==> config.mk <==
export PLATFORM = sky130hd
export DESIGN_NAME = mefr_core
export DESIGN_NICKNAME = d
export VERILOG_FILES = /design/src/core/mefr_pkg.sv /design/src/core/mefr_core.sv
export SDC_FILE = /design/constraint.sdc
export NUM_CORES = 1
export LEC_CHECK = 0
export BUFFER_PORTS_ARGS = -buffer_cell sky130_fd_sc_hd__buf_4
export CORE_MARGIN = 2
export CORE_UTILIZATION = 35
export DETAILED_ROUTE_END_ITERATION = 6
export PLACE_DENSITY_LB_ADDON = 0.08
export SYNTH_ARGS = -nofsm -noshare
export SYNTH_HDL_FRONTEND = slang
export SYNTH_SLANG_ARGS = --single-unit
==> constraint.sdc <==
create_clock -name pclk -period 1.7 [get_ports pclk]
set_clock_uncertainty 0.1 [all_clocks]
set_input_delay 0.085 -clock pclk [delete_from_list [all_inputs] [get_ports pclk]]
set_output_delay 0.085 -clock pclk [all_outputs]
set_load 0.005 [all_outputs]
==> src/core/mefr_pkg.sv <==
// Package: constants for the memory error fault reporter
`default_nettype none
package mefr_pkg;
   // Fault type codes
   localparam logic [2:0] FT_INVALID = 3'h1;
   localparam logic [2:0] FT_PROT = 3'h2;
   localparam logic [2:0] FT_PRIV = 3'h3;
   localparam logic [2:0] FT_XLATE = 3'h4;
   localparam logic [2:0] FT_ACCESS = 3'h5;
   // Entry type codes and permission codes
   localparam logic [1:0] ET_INVALID = 2'h0;
   localparam logic [1:0] ET_RESERVED = 2'h3;
   localparam logic [2:0] ACC_SUP_LO = 3'h6;
   localparam logic [2:0] ACC_SUP_HI = 3'h7;
   // Identifier bits decoded
   localparam int ASI_BITS = 6;
   // Register offsets (APB byte addresses)
   localparam logic [7:0] OFF_SFS = 8'h00;
   localparam logic [7:0] OFF_SFA = 8'h04;
   localparam logic [7:0] OFF_MFS = 8'h08;
   localparam logic [7:0] OFF_MFA = 8'h0C;
   localparam logic [7:0] OFF_AFS = 8'h10;
   localparam logic [7:0] OFF_AFA = 8'h14;
   localparam logic [7:0] OFF_CTL = 8'h18;
   // Sync status fields
   localparam int SF_FT = 2;     // [4:2]
   localparam int SF_AT = 5;     // [7:5]
   localparam int SF_L = 8;      // [9:8]
   localparam int SF_FAV = 10;
   localparam int SF_CS = 11;
   localparam int SF_BE = 12;
   localparam int SF_TO = 13;
   localparam int SF_PE = 14;
   // Memory/async status fields
   localparam int MF_ERR = 0;
   localparam int MF_PE = 1;
   localparam int MF_CP = 2;
   localparam int MF_TYPE = 3;   // [4:3]
   localparam int AF_ERR = 0;
   localparam int AF_TO = 1;
   localparam int AF_LE = 2;
   localparam int AF_BE = 3;
   localparam int AF_RD = 4;
   localparam int AF_FAV = 5;
   localparam int AF_SIZE = 6;   // [7:6]
endpackage : mefr_pkg
`default_nettype wire

==> src/core/mefr_core.sv <==
// Fault classifier, fault registers and trap/interrupt/ack generation
`default_nettype none
// Function
// - Fetch parity error: type 5, fetch error trap
// - CPU read parity: memory status, level15
// - Fetch walk parity: type 4, fetch trap
// - Data walk parity: type 4, address, trap
// - DMA parity: error ack, status, level15
// - CPU read timeout: type 5, data trap
// - CPU write timeout: async status, level15
// - DMA timeout/invalid/readonly get error ack
// - Late error sets async late status
// - CPU read error ack: type 5 trap
// - CPU write error ack: async, level15
// - Entry type 0: fault type 1 exception
// - Entry type 3: fault type 4 error
// - Bad alternate space: type 5 control
// - Supervisor fetch violation: type 3 exception
// - Data privilege fail: type 3 exception
// - Data permission fail: type 2 exception
// - Decode only six identifier bits
module mefr_core #(
   parameter int AW = 32
) (
   // APB
   input wire logic pclk,
   input wire logic presetn,
   input wire logic psel,
   input wire logic penable,
   input wire logic pwrite,
   input wire logic [7:0] paddr,
   input wire logic [31:0] pwdata,
   output logic [31:0] prdata,
   output logic pready,
   output logic pslverr,
   // Error event inputs, same clock domain, one-cycle strobes
   input wire logic ev_valid,
   input wire logic ev_fetch,
   input wire logic ev_dma,
   input wire logic ev_write,
   input wire logic ev_walk,
   input wire logic ev_rmw,
   input wire logic ev_parity,
   input wire logic ev_timeout,
   input wire logic ev_late,
   input wire logic ev_bus_err,
   input wire logic ev_pte_bad,
   input wire logic ev_ro_write,
   input wire logic ev_et_valid,
   input wire logic [1:0] entry_type_code,
   input wire logic ev_super_page,
   input wire logic [2:0] page_permission_code,
   input wire logic ev_priv_fail,
   input wire logic ev_prot_fail,
   input wire logic ev_alt,
   input wire logic [7:0] ev_asi,
   input wire logic ev_asi_ok,
   input wire logic ev_size_ok,
   input wire logic ev_va_ok,
   input wire logic [1:0] ev_size,
   input wire logic [1:0] ev_level,
   input wire logic [2:0] access_type_code,
   input wire logic [AW-1:0] data_virtual_address,
   input wire logic [AW-1:0] ev_pa,
   // Trap, interrupt and bus answers
   output logic inst_access_error,
   output logic inst_access_exc,
   output logic data_access_error,
   output logic data_access_exc,
   output logic level15_interrupt,
   output logic dma_error_ack,
   output logic [5:0] asi_decoded
);
   if (AW < 8 || AW > 32) begin : g_aw_check
      $error("AW must be 8..32");
   end

   logic [14:0] sync_fault_status_q;
   logic [AW-1:0] sync_fault_address_q;
   logic [4:0] memory_fault_status_q;
   logic [AW-1:0] memory_fault_address_q;
   logic [7:0] async_fault_status_q;
   logic [AW-1:0] async_fault_address_q;
   logic l15_en_q;
   logic l15_pend_q;

   // ---------------------------------------------------------------
   // Classification
   // ---------------------------------------------------------------
   logic cpu, et_inv, et_res, asi_bad, sup_viol;
   logic fetch_par, fwalk_par, dwalk_par, mem_par, dma_par;
   logic rd_to, wr_to, rd_be, wr_be, late, dma_ack;
   logic et0_f, et0_d, et3_f, et3_d, priv_d, prot_d;
   logic sync_hit, mem_hit, async_hit;
   logic [2:0] ft;
   logic favs, css;

   assign cpu = ev_valid && !ev_dma;
   assign asi_decoded = ev_asi[mefr_pkg::ASI_BITS-1:0];
   assign asi_bad = ev_alt && !(ev_asi_ok && ev_size_ok && ev_va_ok);
   assign et_inv = ev_et_valid && entry_type_code == mefr_pkg::ET_INVALID;
   assign et_res = ev_et_valid && entry_type_code == mefr_pkg::ET_RESERVED;
   assign sup_viol = ev_super_page &&
      page_permission_code != mefr_pkg::ACC_SUP_LO &&
      page_permission_code != mefr_pkg::ACC_SUP_HI;

   assign fetch_par = cpu && ev_fetch && ev_parity && !ev_walk;
   assign fwalk_par = cpu && ev_fetch && ev_parity && ev_walk;
   assign dwalk_par = cpu && !ev_fetch && ev_parity && ev_walk;
   assign mem_par = cpu && !ev_fetch && ev_parity && !ev_walk &&
      (!ev_write || ev_rmw);
   assign dma_par = ev_valid && ev_dma && ev_parity &&
      (!ev_write || ev_rmw || ev_walk);
   assign rd_to = cpu && ev_timeout && !ev_write;
   assign wr_to = cpu && ev_timeout && ev_write;
   assign rd_be = cpu && ev_bus_err && !ev_write;
   assign wr_be = cpu && ev_bus_err && ev_write;
   assign late = cpu && ev_late;
   assign et0_f = cpu && ev_fetch && et_inv;
   assign et0_d = cpu && !ev_fetch && et_inv;
   assign et3_f = cpu && ev_fetch && et_res;
   assign et3_d = cpu && !ev_fetch && et_res;
   assign priv_d = cpu && !ev_fetch && ev_priv_fail;
   assign prot_d = cpu && !ev_fetch && ev_prot_fail;
   assign dma_ack = ev_valid && ev_dma &&
      (dma_par || ev_timeout || ev_pte_bad || ev_ro_write);

   // Priority: fetch parity and read timeout/bus faults first, then walk parity and translation, then access
   always_comb begin
      ft = '0;
      favs = 1'b0;
      css = 1'b0;
      sync_hit = 1'b1;
      if (fetch_par || rd_to || rd_be) begin
         ft = mefr_pkg::FT_ACCESS;
         favs = rd_to || rd_be;
      end else if (fwalk_par || dwalk_par || et3_f || et3_d) begin
         ft = mefr_pkg::FT_XLATE;
         favs = dwalk_par || et3_d;
      end else if (et0_f || et0_d) begin
         ft = mefr_pkg::FT_INVALID;
         favs = et0_d;
      end else if (cpu && !ev_fetch && asi_bad) begin
         ft = mefr_pkg::FT_ACCESS;
         favs = 1'b1;
         css = 1'b1;
      end else if (cpu && ev_fetch && sup_viol) begin
         ft = mefr_pkg::FT_PRIV;
      end else if (priv_d) begin
         ft = mefr_pkg::FT_PRIV;
         favs = 1'b1;
      end else if (prot_d) begin
         ft = mefr_pkg::FT_PROT;
         favs = 1'b1;
      end else begin
         sync_hit = 1'b0;
      end
   end

   assign mem_hit = mem_par || dma_par;
   assign async_hit = wr_to || wr_be || late;

   // ---------------------------------------------------------------
   // Register read and capture lock
   // ---------------------------------------------------------------
   logic rd_acc, wr_acc;
   logic rd_sfs, rd_mfs, rd_afs;
   assign rd_acc = psel && penable && !pwrite;
   assign wr_acc = psel && penable && pwrite;
   assign rd_sfs = rd_acc && paddr == mefr_pkg::OFF_SFS;
   assign rd_mfs = rd_acc && paddr == mefr_pkg::OFF_MFS;
   assign rd_afs = rd_acc && paddr == mefr_pkg::OFF_AFS;

   // Records are locked once captured; reading status unlocks them.
   // Later faults are dropped meanwhile so the handler sees one event.
   // A fault in the unlocking read cycle is kept: the read takes the old.
   logic sync_lock_q, mem_lock_q, async_lock_q;

   always_ff @(posedge pclk or negedge presetn) begin
      if (!presetn) begin
         sync_lock_q <= 1'b0;
         sync_fault_status_q <= '0;
         sync_fault_address_q <= '0;
      end else if (sync_hit && (!sync_lock_q || rd_sfs)) begin
         sync_lock_q <= 1'b1;
         sync_fault_status_q <= '0;
         sync_fault_status_q[mefr_pkg::SF_FT +: 3] <= ft;
         sync_fault_status_q[mefr_pkg::SF_AT +: 3] <= access_type_code;
         sync_fault_status_q[mefr_pkg::SF_L +: 2] <= ev_level;
         sync_fault_status_q[mefr_pkg::SF_FAV] <= favs;
         sync_fault_status_q[mefr_pkg::SF_CS] <= css;
         sync_fault_status_q[mefr_pkg::SF_BE] <= rd_be;
         sync_fault_status_q[mefr_pkg::SF_TO] <= rd_to;
         sync_fault_status_q[mefr_pkg::SF_PE] <= ev_parity;
         if (favs) begin
            sync_fault_address_q <= data_virtual_address;
         end
      end else if (rd_sfs) begin
         sync_lock_q <= 1'b0;
      end
   end

   always_ff @(posedge pclk or negedge presetn) begin
      if (!presetn) begin
         mem_lock_q <= 1'b0;
         memory_fault_status_q <= '0;
         memory_fault_address_q <= '0;
      end else if (mem_hit && (!mem_lock_q || rd_mfs)) begin
         mem_lock_q <= 1'b1;
         memory_fault_status_q[mefr_pkg::MF_ERR] <= 1'b1;
         memory_fault_status_q[mefr_pkg::MF_PE] <= 1'b1;
         memory_fault_status_q[mefr_pkg::MF_CP] <= mem_par;
         memory_fault_status_q[mefr_pkg::MF_TYPE +: 2] <=
            {ev_rmw, ev_write};
         memory_fault_address_q <= ev_pa;
      end else if (rd_mfs) begin
         mem_lock_q <= 1'b0;
      end
   end

   always_ff @(posedge pclk or negedge presetn) begin
      if (!presetn) begin
         async_lock_q <= 1'b0;
         async_fault_status_q <= '0;
         async_fault_address_q <= '0;
      end else if (async_hit && (!async_lock_q || rd_afs)) begin
         async_lock_q <= 1'b1;
         async_fault_status_q[mefr_pkg::AF_ERR] <= 1'b1;
         async_fault_status_q[mefr_pkg::AF_TO] <= wr_to;
         async_fault_status_q[mefr_pkg::AF_LE] <= late;
         async_fault_status_q[mefr_pkg::AF_BE] <= wr_be;
         async_fault_status_q[mefr_pkg::AF_RD] <= !ev_write;
         // Late write errors only flag the address when it is known
         async_fault_status_q[mefr_pkg::AF_FAV] <= !ev_write ||
            !late || ev_va_ok;
         async_fault_status_q[mefr_pkg::AF_SIZE +: 2] <= ev_size;
         async_fault_address_q <= ev_pa;
      end else if (rd_afs) begin
         async_lock_q <= 1'b0;
      end
   end

   // ---------------------------------------------------------------
   // Traps and level15 interrupt (processor status path)
   // ---------------------------------------------------------------
   logic fetch_err_d, fetch_err_q;
   assign fetch_err_d = fwalk_par || et3_f;
   always_ff @(posedge pclk or negedge presetn) begin
      if (!presetn) begin
         fetch_err_q <= 1'b0;
         inst_access_error <= 1'b0;
         inst_access_exc <= 1'b0;
         data_access_error <= 1'b0;
         data_access_exc <= 1'b0;
         dma_error_ack <= 1'b0;
      end else begin
         // Walk faults trap at decode; plain fetch parity one stage later
         fetch_err_q <= fetch_par;
         inst_access_error <= fetch_err_d || fetch_err_q;
         inst_access_exc <= et0_f ||
            (cpu && ev_fetch && sup_viol);
         data_access_error <= dwalk_par || rd_to || rd_be || et3_d;
         data_access_exc <= et0_d || priv_d || prot_d ||
            (cpu && !ev_fetch && asi_bad);
         dma_error_ack <= dma_ack;
      end
   end

   // DMA parity counts here too, beside CPU memory parity and CPU write timeout/bus error
   always_ff @(posedge pclk or negedge presetn) begin
      if (!presetn) begin
         l15_pend_q <= 1'b0;
      end else if (mem_hit || wr_to || wr_be) begin
         l15_pend_q <= 1'b1;
      end else if (rd_mfs || rd_afs) begin
         l15_pend_q <= 1'b0;
      end
   end

   always_ff @(posedge pclk or negedge presetn) begin
      if (!presetn) begin
         l15_en_q <= 1'b1;
      end else if (wr_acc && paddr == mefr_pkg::OFF_CTL) begin
         l15_en_q <= pwdata[0];
      end
   end

   assign level15_interrupt = l15_pend_q && l15_en_q;

   // ---------------------------------------------------------------
   // APB read mux
   // ---------------------------------------------------------------
   logic known;
   always_comb begin
      known = 1'b1;
      unique case (paddr)
         mefr_pkg::OFF_SFS: prdata = 32'(sync_fault_status_q);
         mefr_pkg::OFF_SFA: prdata = 32'(sync_fault_address_q);
         mefr_pkg::OFF_MFS: prdata = 32'(memory_fault_status_q);
         mefr_pkg::OFF_MFA: prdata = 32'(memory_fault_address_q);
         mefr_pkg::OFF_AFS: prdata = 32'(async_fault_status_q);
         mefr_pkg::OFF_AFA: prdata = 32'(async_fault_address_q);
         mefr_pkg::OFF_CTL: prdata = {31'h0, l15_en_q};
         default: begin
            prdata = 32'h0;
            known = 1'b0;
         end
      endcase
   end
   assign pready = 1'b1;
   assign pslverr = psel && penable && !known;

   // ---------------------------------------------------------------
   // Checks
   // ---------------------------------------------------------------
   chk_fetch_par_delay: assert property (@(posedge pclk) disable iff (!presetn)
      fetch_par |-> ##2 inst_access_error)
      else $error("fetch parity trap not two cycles later");
   chk_dma_ack_out: assert property (@(posedge pclk) disable iff (!presetn)
      (ev_valid && ev_dma && ev_ro_write) |=> dma_error_ack)
      else $error("dma error ack missing");
   chk_sync_hold: assert property (@(posedge pclk) disable iff (!presetn)
      (sync_lock_q && !rd_sfs) |=> $stable(sync_fault_status_q))
      else $error("sync status changed while locked");
   chk_l15_raise: assert property (@(posedge pclk) disable iff (!presetn)
      (wr_to && l15_en_q) |=> level15_interrupt)
      else $error("level15 not raised");
   chk_data_err_trap: assert property (@(posedge pclk) disable iff (!presetn)
      rd_be |=> data_access_error)
      else $error("data error trap missing");
   chk_et0_code: assert property (@(posedge pclk) disable iff (!presetn)
      (et0_d && !sync_lock_q && !fetch_par && !rd_to && !rd_be
       && !dwalk_par) |=>
      sync_fault_status_q[mefr_pkg::SF_FT +: 3] == mefr_pkg::FT_INVALID)
      else $error("entry type 0 code wrong");
   chk_exc_trap: assert property (@(posedge pclk) disable iff (!presetn)
      (priv_d || prot_d) |=> data_access_exc)
      else $error("data exception missing");
   chk_mem_addr: assert property (@(posedge pclk) disable iff (!presetn)
      (mem_par && !mem_lock_q) |=> memory_fault_address_q == $past(ev_pa))
      else $error("memory fault address not stored");
endmodule : mefr_core
`default_nettype wire

# --- Word-level counts from Yosys, hierarchy flattened ---
# Cells that the tools add are included.
word_totals:
  regBits: 133
  latch_bits: 0
  mem_bits_rw: 0
  rom_bits: 0
  out_inout_bits: 46
  wordCells: 159
  n_memories: 0
op_classes:
  n_addsub: 0
  n_mul: 0
  n_div: 0
  magnitude_cmp: 0
  n_eq_ne: 9
  shift: 0
  n_mux: 33
  bitwise: 0
  reduce_logical: 100
ops:
  columns: ["op", "count"]
  rows:
  - ["$pmux W32 S7", 1]
  - ["$logic_and A1 B1 Y1", 48]
  - ["$logic_or A1 B1 Y1", 33]
  - ["$mux W1", 25]
  - ["$eq A8 B5 Y1 const B", 3]
  - ["$eq A8 B4 Y1 const B", 2]
  - ["$mux W3", 4]
  - ["$logic_not A1 Y1", 11]
  - ["$eq A8 B3 Y1 const B", 1]
  - ["$logic_not A8 Y1", 1]
  - ["$reduce_bool A2 Y1", 4]
  - ["$reduce_or A7 Y1", 1]
  - ["$mux W2", 3]
  - ["$ne A3 B3 Y1 const B", 2]
  - ["$eq A2 B2 Y1 const B", 1]
  - ["$logic_not A2 Y1", 1]
  - ["$reduce_and A2 Y1", 1]

# --- Longest topological paths before layout ---
# Gate-level depths: netlist of the first run.
logic_depth:
  word_depth: 13
  ltp_mapped: 8
  ltp_nobuf: 5

# --- Least setup slack after synthesis of the first run ---
# Ideal clock, no wire load.
synth_timing:
  path_type: "input-to-reg"
  start: "input port paddr[4]"
  end: "register memory_fault_address_q[10]"
  setup_time_ns: 0.125
  t_arrival_ns: 1.830
  t_required_ns: 1.475
  slack_ns: -0.355
  cell_stages: 7
  path_buffers: 3
  cell_sequence: "buf_2 > or4_1 > o31ai_1 > nor2b_1 > buf_4 > buf_6 > mux2_2"
synth_between:
  elab_chain_len: 4
synth_lines:
  columns: ["item", "line_no", "source"]
  rows:
  - ["start: declaration", "mefr_core.sv:31", "input wire logic [7:0] paddr,"]
  - ["$eq A8 B4 Y1", "mefr_core.sv:171", "assign rd_mfs = rd_acc && paddr == mefr_pkg::OFF_MFS;"]
  - ["$logic_and A1 B1 Y1", "mefr_core.sv:171", null]
  - ["$logic_or A1 B1 Y1", "mefr_core.sv:208", "end else if (mem_hit && (!mem_lock_q || rd_mfs)) begin"]
  - ["$logic_and A1 B1 Y1", "mefr_core.sv:208", null]
  - ["end signal: assignment", "mefr_core.sv:215", "memory_fault_address_q <= ev_pa;"]
  - ["end: declaration", "mefr_core.sv:81", "logic [AW-1:0] memory_fault_address_q;"]
# Every way passes these cells.
# A chain may end at the register's enable or synchronous reset.

# --- Worst setup path after layout of the first run ---
layout_timing:
  start: "register sync_fault_address_q[2]"
  end: "output port prdata[2]"
layout_between:
  elab_chain_len: 1
layout_lines:
  columns: ["item", "line_no", "source"]
  rows:
  - ["start: declaration", "mefr_core.sv:79", "logic [AW-1:0] sync_fault_address_q;"]
  - ["start signal: assignment", "mefr_core.sv:196", "sync_fault_address_q <= data_virtual_address;"]
  - ["$pmux W32 S7", "mefr_core.sv:296", "unique case (paddr)"]
  - ["end: declaration", "mefr_core.sv:33", "output logic [31:0] prdata,"]
# Every way passes these cells.

==> results.cfg, run 1 <==
[grt]
grt-ovfl-total = 0
antenna_found_initial = 0
grt_max_degree = 59
grt.total_usage_pct = 20.7
grt_first_pass_wirelength_um = 31200
grt_pass1_vias = 5733

[detailed_routing]
drt-total-wl_um = 20500
ant_nets = 0
vias_per_cell = 5.11
route.detailed.drc = 0
num_vias = 5377
drt_iter0_markers = 236
firstDrtPassIters = 7
drt-wirelength-per-cell_um = 19.5

[power_and_ir_drop]
leakagePower_nw = 5.03
power.density_nw_per_um2 = 946
ir_drop_mv = 0.699

[finish]
seqCellArea_um2 = 3300
final_cell_area_um2 = 10500
layout_common_cells = 184 x buf_4, 131 x dfrtp_1, 95 x dlygate4sd3_1, 66 x mux2_4, 48 x mux2_2
instances_no_fill = 1053
drive_above_1_share_pct = 51.6
diodes = 0
syn_to_final_growth_pct = 63.1
final_nets = 960
final.fill_count = 1514
multi_input_area_um2 = 3260
final_common_cell = buf_4

[logic_synthesis]
synth_top_area_share_pct = 50.9
synth_top_area_cell = dfrtp_1
syn_inst = 512
synth.cell_area_um2 = 6430
yosysWarningCount = 0
synth-seq-cells = 132
ys_types = 55
yosysSeqAreaShare_pct = 51.4
synth_flop_cell = dfrtp_1
synth.top_cells.by_area = dfrtp_1 51%, mux2_2 14%, mux2_4 7.7%
syn_nets = 661
synthArstFlopShare_pct = 100
synth-edff-count = 0
synth_area_per_cell_um2 = 12.6

[clock_network]
cts-root-buf = clkbuf_16
cts_max_path_buffers = 2
h-tree-depth = 4
clk_latency_ps = 420
cts_tree = yes
clkTransAtPathRegs_ps = 60
cts_made_buffers = 17
numClockSinks = 132

[min_path]
hold_class = in -> reg
min_from = ev_fetch

[run_status]
status = finished, violations left
violations = hold timing, setup timing

[setup_path]
worstPathArrival_ps = 1770
r2r-start = sync_lock_q
path_class = reg -> out
slowest_stage = dfrtp_1
end_kind = output port
r2r_slack_ps = 40
required_ps = 1510
cp_cell_sequence = mux2_4 > a32oi_1 > nor2_1 > a31oi_1 > o21ai_1 > buf_4
path_max_fanout = 2
max_stage_delay_ps = 400
cp-start-kind = flip-flop
cp_top_family = compound AO/OA/AOI/OAI gates
worst-path-buf-inv = 1
crit_start = sync_fault_address_q[2]

[sta]
worstMarginPinSlew_ps = 516
fin_ws_ps = -255
tns_ps = -745
rsz0062_at_grt = true
fmax_ghz = 0.511
maxSlewViolCount = 0
fin_crit_sh_pct = 115
relSlewSlack_pct = 65.3
setup_viol = 6
fin_crit_ps = 1960
hold_viol_final = 1
hold_slack_ps = -11.9

[die]
die_h_um = 140
rows = 49
dieArea_um2 = 19500
initial_core_util_pct = 35.7
core_area_um2 = 18000
die_w_um = 140
io_pins = 195

[placement]
port_buffers = 147
dp_hpwl_um = 13100
place_area_um2 = 8290
place_inst = 908
place_congestion = 0.874

[job]
maxCapViolations = 0
==> final cells by class <==
class,count,area share (%)
sequential,132,31.5
multi-input combinational,337,31.1
timing repair buffer,319,28.5
clock buffer,19,4.32
tap,229,2.73
clock inverter,13,1.72
inverter,4,0.143
==> flip-flops by register name (all words and copies together) (netlist names), 4 cells and up <==
name and count:
memory_fault_status_q 4, memory_fault_address_q 32, async_fault_status_q 8, sync_fault_status_q 13, sync_fault_address_q 32, async_fault_address_q 32
==> power breakdown <==
part	internal [mW]	leakage, nW	total, mW	switching, mW
logic	1.21	3.07	1.79	0.577
registers	3.81	1.65	4.20	0.386
clock network	2.53	0.305	3.95	1.42
total	7.55	5.03	9.93	2.38
==> routing by layer <==
| layer | wire [µm] | global-route usage (%) |
|---|---|---|
| met3 | 827 | 4.16 |
| met4 | 222 | 5.84 |
| met1 | 9130 | 27.0 |
| met5 | 0 | 0 |
| met2 | 10300 | 35.0 |
==> through the flow <==
step	total power [mW]	setup WS, ps	hold WS, ps	util [%]
after floorplan	5.11	-249	-311	-
after global placement	5.68	-399	-106	46.0
after detailed placement	5.74	-400	-105	46.0
after CTS	9.93	-260	1.48	56.1
after global routing	10.4	-326	8.98	58.2
final	9.93	-255	-11.9	58.2
==> cells in the mapped netlist (4+ instances only) <==
library cell	n
dfrtp_1	131
nor2b_1	4
a31oi_1	4
and3_1	16
a21oi_1	9
o21ai_0	19
clkbuf_1	16
a221o_1	15
buf_6	8
nor3_1	5
o22ai_1	7
inv_1	4
a22oi_1	14
buf_2	7
nand2_1	32
mux2i_1	15
buf_4	8
mux2_2	81
mux2_4	33
nand2b_1	5
nor2_1	22
==> worst paths after layout <==
| check | cells past startpoint | endpoint |
|---|---|---|
| max | 6 | prdata[2] |
| max reg2reg | 5 | sync_fault_status_q[8] |
| max in group asynchronous | 3 | sync_fault_address_q[5] |
| min | 3 | inst_access_error |
| min in group asynchronous | 2 | sync_fault_address_q[30] |
| min reg2reg | 1 | inst_access_error |
==> cells by family (layout without fill, tap and decap cells) <==
family	Yosys count	in the layout	synth area share [%]
other	1	1	0.0583
AO/OA/AOI/OAI	96	96	11.4
multiplexers	129	129	24.2
AND/OR/NAND/NOR	111	111	8.91
flip-flops	132	132	51.4
buffers and inverters	43	355	4.04
==> tightest hold or removal path: stages <==
cell and delay, ps:
buf_4 120, buf_4 140, a31o_2 140
==> timing repair <==
item	4_1_cts	5_1_grt
setup buffers	5	6
hold buffers	97	1
endpoints found under the hold margin	251	1
pin swaps	23	26
cloned	3	6
endpoints found under the setup margin	41	107
resized for setup	42	49
(Power assumes the default switching activity.)
==> inputs of run 2 (changes only) <==
==> constraint.sdc (replaced) <==
create_clock -name pclk -period 2.35 [get_ports pclk]
set_clock_uncertainty 0.1 [all_clocks]
set_input_delay 0.1175 -clock pclk [delete_from_list [all_inputs] [get_ports pclk]]
set_output_delay 0.1175 -clock pclk [all_outputs]
set_load 0.005 [all_outputs]
==> run 2 against run 1 <==
Effect of this change:
- the run now ends clean
- sequential power shrank 28%
- final area shrank 9.6%
- global-route usage shrank 1.2 points
- routed wire length shrank 8.8%
- flip-flop and latch count is the same
- hold slack gained 77 ps
- critical path depth grew 1
- highest routed layer unchanged
- core utilization shrank 5.6 points
==> results.cfg, run 2 (synthesis results as in run 1) <==
[run_status]
status = completed

[sta]
tns_ps = 0
maxSlewViolCount = 0
relSlewSlack_pct = 63.1
setup_viol = 0
rsz0062_at_grt = false
fmax_ghz = 0.487
fin_crit_ps = 2050
fin_crit_sh_pct = 87.4
worstMarginPinSlew_ps = 553
hold_viol_final = 0

[setup_path]
required_ps = 2600
path_class = in -> reg
cp_cell_sequence = dlygate4sd3_1 > buf_4 > nand3_1 > nand2_1 > dlygate4sd3_1 > a31oi_1 > dlygate4sd3_1
cp-start-kind = primary input
worstPathArrival_ps = 2300
slowest_stage = dlygate4sd3_1
max_stage_delay_ps = 580
path_max_fanout = 3
end_kind = flip-flop
cp_top_family = buffers and inverters
worst-path-buf-inv = 4
cp_common_cell = dlygate4sd3_1

[finish]
drive_above_1_share_pct = 43.8
final.fill_count = 1581
final_nets = 912
multi_input_area_um2 = 2890
diodes = 0
layout_common_cells = 172 x buf_4, 131 x dfrtp_1, 92 x dlygate4sd3_1, 81 x mux2_2, 33 x mux2_4
syn_to_final_growth_pct = 47.5
largestRegisters = async_fault_address_q (32), memory_fault_address_q (32), sync_fault_address_q (32)
final_common_cell = buf_4
seqCellArea_um2 = 3300

[die]
dieArea_um2 = 19500
io_pins = 195
core_area_um2 = 18000
rows = 49
die_w_um = 140
die_h_um = 140
initial_core_util_pct = 35.7

[placement]
port_buffers = 147
dp_hpwl_um = 12600
place_congestion = 0.817

[power_and_ir_drop]
total_power_mw = 7.02
leakagePower_nw = 4.56
power.density_nw_per_um2 = 740
ir_drop_mv = 0.453

[detailed_routing]
firstDrtPassIters = 6
drt_iter0_markers = 218
drt-wirelength-per-cell_um = 18.6
vias_per_cell = 5.12
num_vias = 5149
ant_nets = 0
route.detailed.drc = 0
drt-total-wl_um = 18700

[clock_network]
h-tree-depth = 4
cts-root-buf = clkbuf_16
cts_tree = yes
cts_made_buffers = 17
clk_latency_ps = 410
post_cts_resized = 0
ctsHoldBuffers = 92
post_cts_buffers = 0
numClockSinks = 132
cts_max_path_buffers = 2
clkTransAtPathRegs_ps = 60

[job]
maxCapViolations = 0

[grt]
grt_pass1_vias = 5486
grt-ovfl-total = 0
grt.total_usage_pct = 19.5
antenna_found_initial = 0
grt_max_degree = 51
grt_first_pass_wirelength_um = 29400

[min_path]
hold_class = in -> reg
## run 2: area by class of cell
type                    count  share of cell area [%]
multi-input cells         337                    30.5
repair buffers            271                    24.7
well taps                 229                    3.02
inverters                   4                   0.158
flip-flops and latches    132                    34.8
clock buffers              18                    4.63
clock inverters            14                    2.20
## run 2: tightest hold or removal path, cell delays in order
cell     delay [ps]
buf_4           110
nand2_1          50
nor4_1           50
mux2_2          210
## run 2: stage by stage
stage	instance area, µm²	utilization (%)	worst slack, ps	cells	hold slack (ps)
finish	9490	52.6	296	1005	64.7
detailed placement	7920	43.9	80.9	881	3.31
global route	9490	52.6	218	1005	64.3
global placement	7920	43.9	103	881	4.49
CTS	9490	52.6	297	1005	46.5
floorplan	6430	-	263	512	-278
## run 2: final timing paths
check                       startpoint                        to  slack (ps)  cells after the start
max in group asynchronous      presetn   async_fault_status_q[5]        1300                      3
setup / recovery              ev_va_ok           data_access_exc         300                      7
min in group asynchronous      presetn  async_fault_address_q[3]         140                      2
setup reg to reg           sync_lock_q    sync_fault_status_q[2]         550                      5
hold reg to reg            fetch_err_q         inst_access_error         340                      1
hold / removal                  pwrite                  l15_en_q          60                      4
## run 2: per-layer routing
metal  track usage, %  vias up  share of wire (%)
li1                 -     2394                  -
met2             32.0      141                 48
met1             25.7     2600                 46
met4             4.58        0               0.98
met5                0        -                  0
met3             5.61       14                5.6
## run 2: power breakdown
part | internal, mW | switching (mW) | total (mW)
Clock | 1.90 | 0.999 | 2.90
Combinational | 0.735 | 0.373 | 1.11
Sequential | 2.76 | 0.253 | 3.01
